--- config.mk ---
export PLATFORM = sky130hd
export DESIGN_NAME = codec_config_sequencer
export DESIGN_NICKNAME = d
export VERILOG_FILES = /design/src/verilog/cfg_seq_pkg.sv /design/src/verilog/slot_link_if.sv /design/src/verilog/codec_config_sequencer.sv /design/src/verilog/link_sync.sv
export SDC_FILE = /design/constraint.sdc
export NUM_CORES = 1
export LEC_CHECK = 0
export BUFFER_PORTS_ARGS = -buffer_cell sky130_fd_sc_hd__buf_4
export CELL_PAD_IN_SITES_DETAIL_PLACEMENT = 1
export CELL_PAD_IN_SITES_GLOBAL_PLACEMENT = 1
export CORE_MARGIN = 4
export CORE_UTILIZATION = 42
export DETAILED_ROUTE_END_ITERATION = 10
export PLACE_DENSITY_LB_ADDON = 0.1
export SLEW_MARGIN = 20
export SYNTH_ARGS = -nofsm -noshare
export SYNTH_HDL_FRONTEND = slang
export SYNTH_SLANG_ARGS = --single-unit
--- constraint.sdc ---
create_clock -name hclk -period 8.35 [get_ports hclk]
set_clock_uncertainty 0.1 [all_clocks]
set_input_delay 1.67 -clock hclk [delete_from_list [all_inputs] [get_ports hclk]]
set_output_delay 1.67 -clock hclk [all_outputs]
set_load 0.005 [all_outputs]
--- src/verilog/cfg_seq_pkg.sv ---
// constants, field layouts and state types for the codec configuration sequencer
// assumes: one 20 MHz bus clock, slot bus bytes arrive one per slot strobe
package cfg_seq_pkg;

  // ahb register byte offsets
  localparam logic [7:0] OFS_CTRL   = 8'h00;
  localparam logic [7:0] OFS_STATUS = 8'h04;
  localparam logic [7:0] OFS_CONFIG = 8'h08;
  localparam logic [7:0] OFS_COEF   = 8'h0C;
  localparam int         CTRL_SOFT_BIT = 0;

  // basic setting values of the configuration registers
  localparam logic [7:0] CR1_RST = 8'h00;
  localparam logic [7:0] CR2_RST = 8'hFF;
  localparam logic [7:0] CR3_RST = 8'h00;
  localparam logic [7:0] CR4_RST = 8'h00;
  localparam logic [7:0] NOP_BYTE = 8'h00;

  // command byte fields
  localparam int         CMD_AD_BIT   = 7;
  localparam int         CMD_RW_BIT   = 6;
  localparam int         SOP_REGISTER_LOAD_SELECTOR_LSB = 4;
  localparam int         SOP_PU_BIT   = 3;
  localparam int         SOP_TR_BIT   = 2;
  localparam logic [1:0] SOP_MARK     = 2'b10;
  localparam logic [2:0] COP_LONG_LOW  = 3'b011;
  localparam logic [2:0] COP_SHORT_LOW = 3'b000;
  localparam logic [3:0] COP_LONG_N  = 4'h8;
  localparam logic [3:0] COP_SHORT_N = 4'h4;

  // register load selector codes
  localparam logic [1:0] REGISTER_LOAD_SELECTOR_NONE = 2'b00;
  localparam logic [1:0] REGISTER_LOAD_SELECTOR_R1   = 2'b11;
  localparam logic [1:0] REGISTER_LOAD_SELECTOR_R21  = 2'b10;
  localparam logic [1:0] REGISTER_LOAD_SELECTOR_ALL  = 2'b01;

  // configuration register bit positions
  localparam int CR3_PU_BIT     = 0;
  localparam int CR2_TR_BIT     = 1;
  localparam int CR2_SINGLE_BIT = 5;

  typedef enum logic [1:0] {MODE_BASIC, MODE_STANDBY, MODE_OPERATING} mode_t;
  typedef enum logic [1:0] {SEQ_SYNC, SEQ_IDLE, SEQ_RUN} seq_t;

endpackage : cfg_seq_pkg

--- src/verilog/slot_link_if.sv ---
// carrier between the pin synchroniser and the command sequencer
// assumes: both ends on hclk
interface slot_link_if;
  logic       frame_p;
  logic       slot_p;
  logic       dev_rst;
  logic       sa_lvl;
  logic [7:0] rx_byte;
  modport src (output frame_p, slot_p, dev_rst, sa_lvl, rx_byte);
  modport dst (input  frame_p, slot_p, dev_rst, sa_lvl, rx_byte);
endinterface : slot_link_if
--- src/verilog/codec_config_sequencer.sv ---
// command interpreter and configuration registers of the codec filter
// assumes: ahb-lite master on hclk, slot bus pins asynchronous to hclk
//
// Contract
// - setup write: command, gap, then selected registers highest first, gaps between
// - setup read returns selected registers highest first, gaps between
// - coefficient read returns bytes highest first, then register 2, register 1
// - power-on or reset pin high enters basic setting
// - basic setting clears registers 1, 3 and 4
// - basic setting sets register 2 to all ones
// - basic setting floats data pin, grounds analog and signal outputs
// - commands are accepted only from the next frame boundary
// - data pin never drives before register 2 has been written
// - shared port: both take setup and register 2, addressed one takes rest; the code lets the other one take only register 2, and only in basic setting
// - register 2 load in basic setting moves to standby
// - power-up bit written 0 returns operating to standby
// - power-up bit written 1 moves standby to operating
// - serial interface stays fully active in standby
// - selector 01 ignores command power-up and conference bits
// - shared port: coefficient command only if address bit equals pin a
//
// The register offsets and the AHB-Lite interface to the registers were left to the implementer.
module codec_config_sequencer (
  // clock and reset
  input  wire logic        hclk,
  input  wire logic        hresetn,
  // ahb-lite slave
  input  wire logic        hsel,
  input  wire logic [31:0] haddr,
  input  wire logic [1:0]  htrans,
  input  wire logic        hwrite,
  input  wire logic [2:0]  hsize,
  input  wire logic [31:0] hwdata,
  input  wire logic        hready,
  output logic      [31:0] hrdata,
  output logic             hreadyout,
  output logic             hresp,
  // slot bus pins
  input  wire logic        frame_sync_pin,
  input  wire logic        slot_strobe_pin,
  input  wire logic        device_reset_pin,
  input  wire logic        programmable_signal_pin_a,
  input  wire logic [7:0]  serial_data_pin_in,
  output logic      [7:0]  serial_data_pin_out,
  output logic             serial_data_pin_oe,
  // analog and signaling outputs
  output logic             analog_output_ground,
  output logic             receive_signal_ground
);
  slot_link_if lnk ();

  link_sync u_sync (
    .clk       (hclk),
    .rst_n     (hresetn),
    .frame_pin (frame_sync_pin),
    .slot_pin  (slot_strobe_pin),
    .reset_pin (device_reset_pin),
    .sa_pin    (programmable_signal_pin_a),
    .byte_pin  (serial_data_pin_in),
    .lnk       (lnk.src)
  );

  // bytes per command kind
  function automatic logic [3:0] cop_n(input logic [7:0] b);
    cop_n = (b[2:0] == cfg_seq_pkg::COP_LONG_LOW) ? cfg_seq_pkg::COP_LONG_N
                                                  : cfg_seq_pkg::COP_SHORT_N;
  endfunction : cop_n

  function automatic logic [3:0] item_count(input logic [7:0] b);
    logic [1:0] ls;
    ls = b[cfg_seq_pkg::SOP_REGISTER_LOAD_SELECTOR_LSB +: 2];
    if (b[1:0] != cfg_seq_pkg::SOP_MARK)
      item_count = b[cfg_seq_pkg::CMD_RW_BIT] ? 4'(cop_n(b) + 4'd2) : cop_n(b);
    else if (ls == cfg_seq_pkg::REGISTER_LOAD_SELECTOR_R1)
      item_count = 4'd1;
    else if (ls == cfg_seq_pkg::REGISTER_LOAD_SELECTOR_R21)
      item_count = 4'd2;
    else if (ls == cfg_seq_pkg::REGISTER_LOAD_SELECTOR_ALL)
      item_count = 4'd4;
    else
      item_count = 4'd0;
  endfunction : item_count

  // position of the last byte of a sequence, the command at position 0
  function automatic logic [4:0] seq_last(input logic [7:0] b);
    logic [4:0] n2;
    n2 = {item_count(b), 1'b0};
    if (!b[cfg_seq_pkg::CMD_RW_BIT])
      seq_last = 5'(n2 + 5'd1);
    else
      seq_last = (n2 == 5'd0) ? 5'd1 : 5'(n2 - 5'd1);
  endfunction : seq_last

  // listed codes only, so a reserved code never opens a sequence
  function automatic logic cop_valid(input logic [7:0] b);
    logic [2:0] hi;
    hi = b[5:3];
    if (b[2:0] == cfg_seq_pkg::COP_LONG_LOW)
      cop_valid = (hi != 3'd3) && (hi < 3'd6);
    else if (b[2:0] == cfg_seq_pkg::COP_SHORT_LOW)
      cop_valid = (hi == 3'd3) || (hi == 3'd6);
    else
      cop_valid = 1'b0;
  endfunction : cop_valid

  cfg_seq_pkg::mode_t mode_r;
  cfg_seq_pkg::seq_t  seq_r;
  logic [7:0]  cr_r [1:4];
  logic [7:0]  coef_r [0:63];
  logic        cr2_def_r;
  logic [7:0]  cmd_r;
  logic [4:0]  pos_r;
  logic [4:0]  last_r;
  logic [5:0]  coef_sel_r;
  logic        a_wr_r;
  logic        a_act_r;
  logic [7:0]  a_addr_r;

  // ahb decode; soft reset acts in the write data phase
  wire       take     = hsel & htrans[1] & hready;
  wire       in_map   = (haddr[31:8] == 24'h00_0000) && (haddr[1:0] == 2'b00);
  wire       wr_phase = a_act_r & a_wr_r;
  wire       soft_rst = wr_phase && (a_addr_r == cfg_seq_pkg::OFS_CTRL)
                        && hwdata[cfg_seq_pkg::CTRL_SOFT_BIT];
  wire       enter_basic = lnk.dev_rst | soft_rst;

  // received byte and command decode
  wire [7:0] rxb    = lnk.rx_byte;
  wire [1:0] c_register_load_selector = rxb[cfg_seq_pkg::SOP_REGISTER_LOAD_SELECTOR_LSB +: 2];
  wire       rx_sop = rxb[1:0] == cfg_seq_pkg::SOP_MARK;
  wire       single = cr_r[2][cfg_seq_pkg::CR2_SINGLE_BIT];
  wire       hit_rx = single | (rxb[cfg_seq_pkg::CMD_AD_BIT] == lnk.sa_lvl);
  wire       start  = lnk.slot_p && (seq_r == cfg_seq_pkg::SEQ_IDLE)
                      && (rx_sop || cop_valid(rxb));
  wire       step   = lnk.slot_p && (seq_r == cfg_seq_pkg::SEQ_RUN);

  // current slot within a running sequence
  wire [4:0] cur      = 5'(pos_r + 5'd1);
  wire       rd_cur   = cmd_r[cfg_seq_pkg::CMD_RW_BIT];
  wire       cop_cur  = cmd_r[1:0] != cfg_seq_pkg::SOP_MARK;
  wire [3:0] jw       = 4'(cur[4:1] - 4'd1);
  wire [3:0] regw     = 4'(item_count(cmd_r) - jw);
  wire       adr_live = single | (cmd_r[cfg_seq_pkg::CMD_AD_BIT] == lnk.sa_lvl);
  wire       wr_data  = step && !rd_cur && !cur[0];
  wire       gap_slot = step && !rd_cur && cur[0];

  // register 2 is taken by every device while in basic setting
  wire       sop_wr = wr_data && !cop_cur && (adr_live ||
                      (regw == 4'd2 && mode_r == cfg_seq_pkg::MODE_BASIC));
  wire       cr2_ld = sop_wr && (regw == 4'd2);
  wire       cop_wr = wr_data && cop_cur && adr_live;
  wire [5:0] coef_wi = {cmd_r[5:3], 3'(cop_n(cmd_r) - 4'd1 - jw)};

  // power-up bit from the command itself or from register 3
  wire       cmd_pu  = start && rx_sop && hit_rx
                       && (c_register_load_selector != cfg_seq_pkg::REGISTER_LOAD_SELECTOR_ALL);
  wire       pu_ev   = cmd_pu || (sop_wr && regw == 4'd3);
  wire       pu_val  = cmd_pu ? rxb[cfg_seq_pkg::SOP_PU_BIT]
                              : rxb[cfg_seq_pkg::CR3_PU_BIT];

  // answer prepared for the next slot
  wire [7:0] cmd_x  = start ? rxb : cmd_r;
  wire [4:0] nx     = start ? 5'd1 : 5'(cur + 5'd1);
  wire [4:0] last_x = start ? seq_last(rxb) : last_r;
  wire [3:0] jd     = 4'(nx[4:1]);
  wire [3:0] n_x    = item_count(cmd_x);
  wire [3:0] nb_x   = cop_n(cmd_x);
  wire       adr_x  = single | (cmd_x[cfg_seq_pkg::CMD_AD_BIT] == lnk.sa_lvl);
  wire       drv    = (start || (step && cur != last_r)) && cmd_x[cfg_seq_pkg::CMD_RW_BIT]
                      && nx[0] && (nx <= last_x) && adr_x && cr2_def_r;
  wire [2:0] sop_ri = 3'(n_x - jd);
  wire [5:0] coef_ri = {cmd_x[5:3], 3'(nb_x - 4'd1 - jd)};
  wire [7:0] sop_b  = (n_x == 4'd0) ? cfg_seq_pkg::NOP_BYTE : cr_r[sop_ri];
  wire [7:0] cop_b  = (jd < nb_x) ? coef_r[coef_ri]
                    : (jd == nb_x) ? cr_r[2] : cr_r[1];
  wire [7:0] ans_b  = (cmd_x[1:0] == cfg_seq_pkg::SOP_MARK) ? sop_b : cop_b;

  // operating mode transitions
  always_ff @(posedge hclk or negedge hresetn) begin
    if (!hresetn) begin
      mode_r <= cfg_seq_pkg::MODE_BASIC;
    end else if (enter_basic) begin
      mode_r <= cfg_seq_pkg::MODE_BASIC;
    end else if (cr2_ld && mode_r == cfg_seq_pkg::MODE_BASIC) begin
      mode_r <= cfg_seq_pkg::MODE_STANDBY;
    end else if (pu_ev && pu_val && mode_r == cfg_seq_pkg::MODE_STANDBY) begin
      mode_r <= cfg_seq_pkg::MODE_OPERATING;
    end else if (pu_ev && !pu_val && mode_r == cfg_seq_pkg::MODE_OPERATING) begin
      mode_r <= cfg_seq_pkg::MODE_STANDBY;
    end
  end

  // sequence tracker; standby keeps it running like any other mode
  always_ff @(posedge hclk or negedge hresetn) begin
    if (!hresetn) begin
      seq_r  <= cfg_seq_pkg::SEQ_SYNC;
      cmd_r  <= 8'h00;
      pos_r  <= 5'h00;
      last_r <= 5'h00;
    end else if (enter_basic) begin
      seq_r <= cfg_seq_pkg::SEQ_SYNC;
    end else begin
      case (seq_r)
        cfg_seq_pkg::SEQ_SYNC: if (lnk.frame_p) seq_r <= cfg_seq_pkg::SEQ_IDLE;
        cfg_seq_pkg::SEQ_IDLE: if (start) begin
          seq_r  <= cfg_seq_pkg::SEQ_RUN;
          cmd_r  <= rxb;
          pos_r  <= 5'h00;
          last_r <= seq_last(rxb);
        end
        cfg_seq_pkg::SEQ_RUN: if (step) begin
          pos_r <= cur;
          if (cur == last_r) seq_r <= cfg_seq_pkg::SEQ_IDLE;
        end
        default: seq_r <= cfg_seq_pkg::SEQ_SYNC;
      endcase
    end
  end

  // configuration registers; gap slots never reach these enables
  always_ff @(posedge hclk or negedge hresetn) begin
    if (!hresetn) begin
      cr_r      <= '{cfg_seq_pkg::CR1_RST, cfg_seq_pkg::CR2_RST,
                     cfg_seq_pkg::CR3_RST, cfg_seq_pkg::CR4_RST};
      cr2_def_r <= 1'b0;
    end else if (enter_basic) begin
      cr_r      <= '{cfg_seq_pkg::CR1_RST, cfg_seq_pkg::CR2_RST,
                     cfg_seq_pkg::CR3_RST, cfg_seq_pkg::CR4_RST};
      cr2_def_r <= 1'b0;
    end else if (cmd_pu) begin
      cr_r[3][cfg_seq_pkg::CR3_PU_BIT] <= rxb[cfg_seq_pkg::SOP_PU_BIT];
      cr_r[2][cfg_seq_pkg::CR2_TR_BIT] <= rxb[cfg_seq_pkg::SOP_TR_BIT];
    end else if (sop_wr && regw != 4'd0 && regw <= 4'd4) begin
      cr_r[3'(regw)] <= rxb;
      if (cr2_ld) cr2_def_r <= 1'b1;
    end
  end

  // coefficient store, no reset: contents are undefined until written
  always_ff @(posedge hclk) begin
    if (cop_wr) coef_r[coef_wi] <= rxb;
  end

  // data pin driver, released in basic setting
  always_ff @(posedge hclk or negedge hresetn) begin
    if (!hresetn) begin
      serial_data_pin_oe  <= 1'b0;
      serial_data_pin_out <= 8'h00;
    end else if (enter_basic) begin
      serial_data_pin_oe  <= 1'b0;
      serial_data_pin_out <= 8'h00;
    end else if (lnk.slot_p) begin
      serial_data_pin_oe  <= drv;
      serial_data_pin_out <= drv ? ans_b : 8'h00;
    end
  end

  // outputs forced to ground while in basic setting
  assign analog_output_ground  = mode_r == cfg_seq_pkg::MODE_BASIC;
  assign receive_signal_ground = mode_r == cfg_seq_pkg::MODE_BASIC;

  // ahb read mux, sampled in the address phase
  wire [31:0] status_w = {27'h000_0000, seq_r == cfg_seq_pkg::SEQ_RUN,
                          seq_r == cfg_seq_pkg::SEQ_SYNC, cr2_def_r, mode_r};
  wire [31:0] rd_w = !in_map ? 32'h0000_0000
    : (haddr[7:0] == cfg_seq_pkg::OFS_STATUS) ? status_w
    : (haddr[7:0] == cfg_seq_pkg::OFS_CONFIG) ? {cr_r[4], cr_r[3], cr_r[2], cr_r[1]}
    : (haddr[7:0] == cfg_seq_pkg::OFS_COEF)
      ? {18'h0_0000, coef_sel_r, coef_r[coef_sel_r]} : 32'h0000_0000;

  // address phase capture; always ready and okay, so no wait states
  always_ff @(posedge hclk or negedge hresetn) begin
    if (!hresetn) begin
      a_act_r  <= 1'b0;
      a_wr_r   <= 1'b0;
      a_addr_r <= 8'h00;
      hrdata   <= 32'h0000_0000;
    end else begin
      a_act_r  <= take && in_map;
      a_wr_r   <= hwrite;
      a_addr_r <= haddr[7:0];
      if (take && !hwrite) hrdata <= rd_w;
    end
  end

  // coefficient window pointer
  always_ff @(posedge hclk or negedge hresetn) begin
    if (!hresetn) coef_sel_r <= 6'h00;
    else if (wr_phase && a_addr_r == cfg_seq_pkg::OFS_COEF) coef_sel_r <= hwdata[5:0];
  end

  assign hreadyout = 1'b1;
  assign hresp     = 1'b0;
endmodule : codec_config_sequencer

--- src/verilog/link_sync.sv ---
// two-stage synchroniser and edge pulses for the slot bus pins
// assumes: byte lane is stable for at least three hclk around each slot strobe
module link_sync (
  // clock and reset
  input  wire logic       clk,
  input  wire logic       rst_n,
  // raw pins
  input  wire logic       frame_pin,
  input  wire logic       slot_pin,
  input  wire logic       reset_pin,
  input  wire logic       sa_pin,
  input  wire logic [7:0] byte_pin,
  // synchronised side
  slot_link_if.src        lnk
);
  logic [11:0] s1_r;
  logic [11:0] s2_r;
  logic [1:0]  s3_r;

  // first stage feeds only the second stage
  always_ff @(posedge clk or negedge rst_n) begin
    if (!rst_n) begin
      s1_r <= 12'h000;
      s2_r <= 12'h000;
      s3_r <= 2'b00;
    end else begin
      s1_r <= {frame_pin, slot_pin, reset_pin, sa_pin, byte_pin};
      s2_r <= s1_r;
      s3_r <= s2_r[11:10];
    end
  end

  // rising edges of frame and slot become one-cycle pulses
  assign lnk.frame_p = s2_r[11] & ~s3_r[1];
  assign lnk.slot_p  = s2_r[10] & ~s3_r[0];
  assign lnk.dev_rst = s2_r[9];
  assign lnk.sa_lvl  = s2_r[8];
  assign lnk.rx_byte = s2_r[7:0];
endmodule : link_sync

==> run metrics <==
run status complete, no violations; initial detailed-routing violation count 2533; Slowest-stage cell, CP nor4_1; largest net degree at the start of global routing 105; final setup violation count 0; Antenna Violating Nets Remaining 0; DRC viols 0; layout cells sized above 1 18.9%; kind of cell adding the most delay to the critical path simple AND/OR/NAND/NOR gates; EDFF count, synth 512; Chip Height between 200 and 300 um; Max VDD drop 0.127 mV; row count 100; Slew headroom 20.1%; Clock transition at path regs roughly 60 ps; Synth Flop Type edfxtp_1; Clk Latency, worst-skew pair 630 ps; Layout area overhead 13.2%; post-cts resize count 0; Pins Over Slew Limit 0; total global routing overflow 0; Int Pwr 5.71 mW; Crit Path Max Fanout 44; CP Launch Type flip-flop; worst-path cell chain buf_4 -> and2_1 -> o21ai_1 -> nand3_2 -> nor3_1 -> nor2_1 -> ha_4 -> buf_4 -> o21ai_0 -> a31oi_1 -> nor3_1 -> nor4_1 -> a21oi_1 -> o21ai_0; Setup TNS 0 ps; sequential share of the synthesized area 59.8%; Root Driver clkbuf_16; max cap viols 0; H-tree depth 3; Avg Cell Area, Syn 12.9 um^2; worst path buffer plus inverter count 2; dpl cell area 0.0332 mm^2; Worst Path Required 8790 ps; Least-Margin Pin Slew 1190 ps; final critical path time including I/O delays and setup 6190 ps; Flop pwr share 45.9%; Arr. time, crit path 6640 ps; Clock power frac between 40% and 50%; io pins 131; Hold Path Class reg -> reg; gpl congestion roughly 0.9; asr flop ratio synth 21.2%; Netlist Area Pre-Place 0.0315 mm^2; TritonRoute pass-1 iters 8; Port Buf Inserts 98; Routed WL per cell 33.2 um; Vias per Instance 6.45; Leakage 12.3 nW; Design Area, Final 0.0357 mm^2; Post-Syn Nets 2539; die area 0.0794 mm^2; hold_ws 247 ps; P_sw roughly 2 mW; Clock Path Buffers 3; switch share 26.3%; library cells used by synthesis 87; Ys Warns 0; dpl hpwl 73300 um; GRT Total Usage 29.3%; number of global-route vias before repair about 23000; Die W 282 um; Initial Util 42.4%; initial antenna violation count 4; RSZ-0062 raised after global routing no; # hold bufs at CTS 0; Syn Inst Count 2436; via count 22600; Final Hold Fails 0; CTS tree built; Final #Nets 2582; Num CTS Buffers 73; Pwr per Cell Area roughly 220 mW/mm^2; Setup crit end kind flip-flop; total clock sinks 650; postcts setup bufs 0; Seq cells post-synth 650; CP max stage delay 840 ps; combinational fraction of design power 11.4%; routed wire length 116000 um; first-pass GRT wire length ~170000 um; core area around 0.074 mm^2; critical path class reg -> reg; Final Cycle Share 74.2%; FMAX roughly 160 MHz
-- metrics by stage --
stage          total power [mW]  util [%]  setup slack (ps)  std cells
6_report                   7.75      48.0              2160       3506
5_1_grt                    7.98      48.0              1850       3504
4_1_cts                    7.77      47.9              2270       3504
3_5_place_dp               4.48      44.7              2310       3373
3_3_place_gp               4.47      44.7              2380       3373
2_1_floorplan              4.08         -              3050       2436
-- kinds of logic after synthesis --
logic type / after synthesis / share of synthesized area, %
AOI/OAI and AO/OA: 406 / 8.87
xor gates and xnor gates: 24 / 0.850
adders and majority gates: 17 / 0.723
buffers and inverters: 192 / 2.63
DFF: 650 / 59.8
muxes: 261 / 14.8
other: 2 / 0.0238
and+or+nand+nor: 884 / 12.3
-- power groups by stage --
stage,clock network [mW],logic (mW),registers [mW]
detailed placement,0,0.860,3.62
CTS,3.35,0.863,3.56
floorplan,0,0.468,3.61
finish,3.31,0.881,3.56
global placement,0,0.846,3.62
global route,3.50,0.927,3.56
-- Yosys cell counts (all sizes together) (11+ instances only) --
| cell | instances | area share, % |
|---|---|---|
| dfrtp | 130 | 10 |
| a21oi | 61 | 1.0 |
| a221oi | 13 | 0.36 |
| nand2b | 14 | 0.28 |
| nor2 | 226 | 2.7 |
| a311oi | 19 | 0.53 |
| mux4 | 163 | 12 |
| mux2 | 14 | 0.50 |
| o22ai | 38 | 0.75 |
| nand3 | 93 | 1.5 |
| inv | 17 | 0.21 |
| and3 | 29 | 0.58 |
| nor2b | 11 | 0.22 |
| ha | 15 | 0.60 |
| clkbuf | 94 | 1.1 |
| a211oi | 23 | 0.55 |
| mux2i | 84 | 2.7 |
| a31oi | 42 | 0.88 |
| nand2 | 397 | 4.7 |
| a22o | 19 | 0.53 |
| o31ai | 18 | 0.47 |
| edfxtp | 512 | 49 |
| o21ai | 84 | 1.3 |
| nand4 | 19 | 0.38 |
| nor3 | 41 | 0.67 |
| xor2 | 12 | 0.33 |
| nor4 | 20 | 0.40 |
| buf | 80 | 1.3 |
-- path summary, 6_finish.rpt --
path	slack, ps	startpoint	end	cells after the start
worst min register to register	250	u_sync.s1_r[6]$_DFF_PN0_	u_sync.s2_r[6]$_DFF_PN0_	0
max in group asynchronous	5890	hresetn	coef_sel_r[1]$_DFFE_PN0P_	2
worst max-delay path	2160	u_sync.s2_r[4]$_DFF_PN0_	serial_data_pin_out[5]$_DFFE_PN0P_	14
worst min-delay path	250	u_sync.s1_r[6]$_DFF_PN0_	u_sync.s2_r[6]$_DFF_PN0_	0
min in group asynchronous	1010	hresetn	u_sync.s2_r[11]$_DFF_PN0_	1
worst max register to register	2160	u_sync.s2_r[4]$_DFF_PN0_	serial_data_pin_out[5]$_DFFE_PN0P_	14
-- cell usage in the layout, fill, tap and decap left out, types with 74 or more instances in the layout --
cell type and n:
mux4_2 163, edfxtp_1 512, nand3_1 92, clkbuf_16 74
o21ai_0 82, nor2_1 221, buf_4 134, mux2i_1 83
nand2_1 397, dfrtp_1 119
-- per-layer routing --
| layer | GRT usage (%) | share of wire, % |
|---|---|---|
| met1 | 39.2 | 40 |
| met2 | 48.2 | 48 |
| met3 | 5.55 | 7.9 |
| met4 | 10.5 | 3.7 |
| met5 | 0 | 0.021 |
-- flip-flops by register name, indices dropped and copies added (netlist names) --
register / count
a_act_r: 1
u_sync.s1_r: 12
cmd_r: 8
cr2_def_r: 1
a_addr_r: 8
pos_r: 5
serial_data_pin_out: 8
hrdata: 32
u_sync.s2_r: 12
last_r: 5
cr_r: 32
a_wr_r: 1
coef_sel_r: 6
serial_data_pin_oe: 1
seq_r: 2
u_sync.s3_r: 2
coef_r: 512
mode_r: 2
-- final cells by class --
cell class | instances | area, um^2
inverters | 18 | 70.1
flip-flops and latches | 650 | 18900
repair buffers | 142 | 1160
multi-input cells | 1594 | 12000
well taps | 969 | 1210
fillers | 7480 | 38700
diodes | 2 | 5.00
clock inverters | 37 | 445
clock buffers | 94 | 1950
-- worst reg2reg max path, delay by kind of cell (launching register included) --
family / cells / cell delay, ps
AND/OR/NAND/NOR: 6 / 2150
AO/OA/AOI/OAI: 5 / 1250
flip-flops: 1 / 700
buffers and inverters: 2 / 1200
adder cells (fa/ha/maj): 1 / 730
Power figures use the tool's default switching activity.
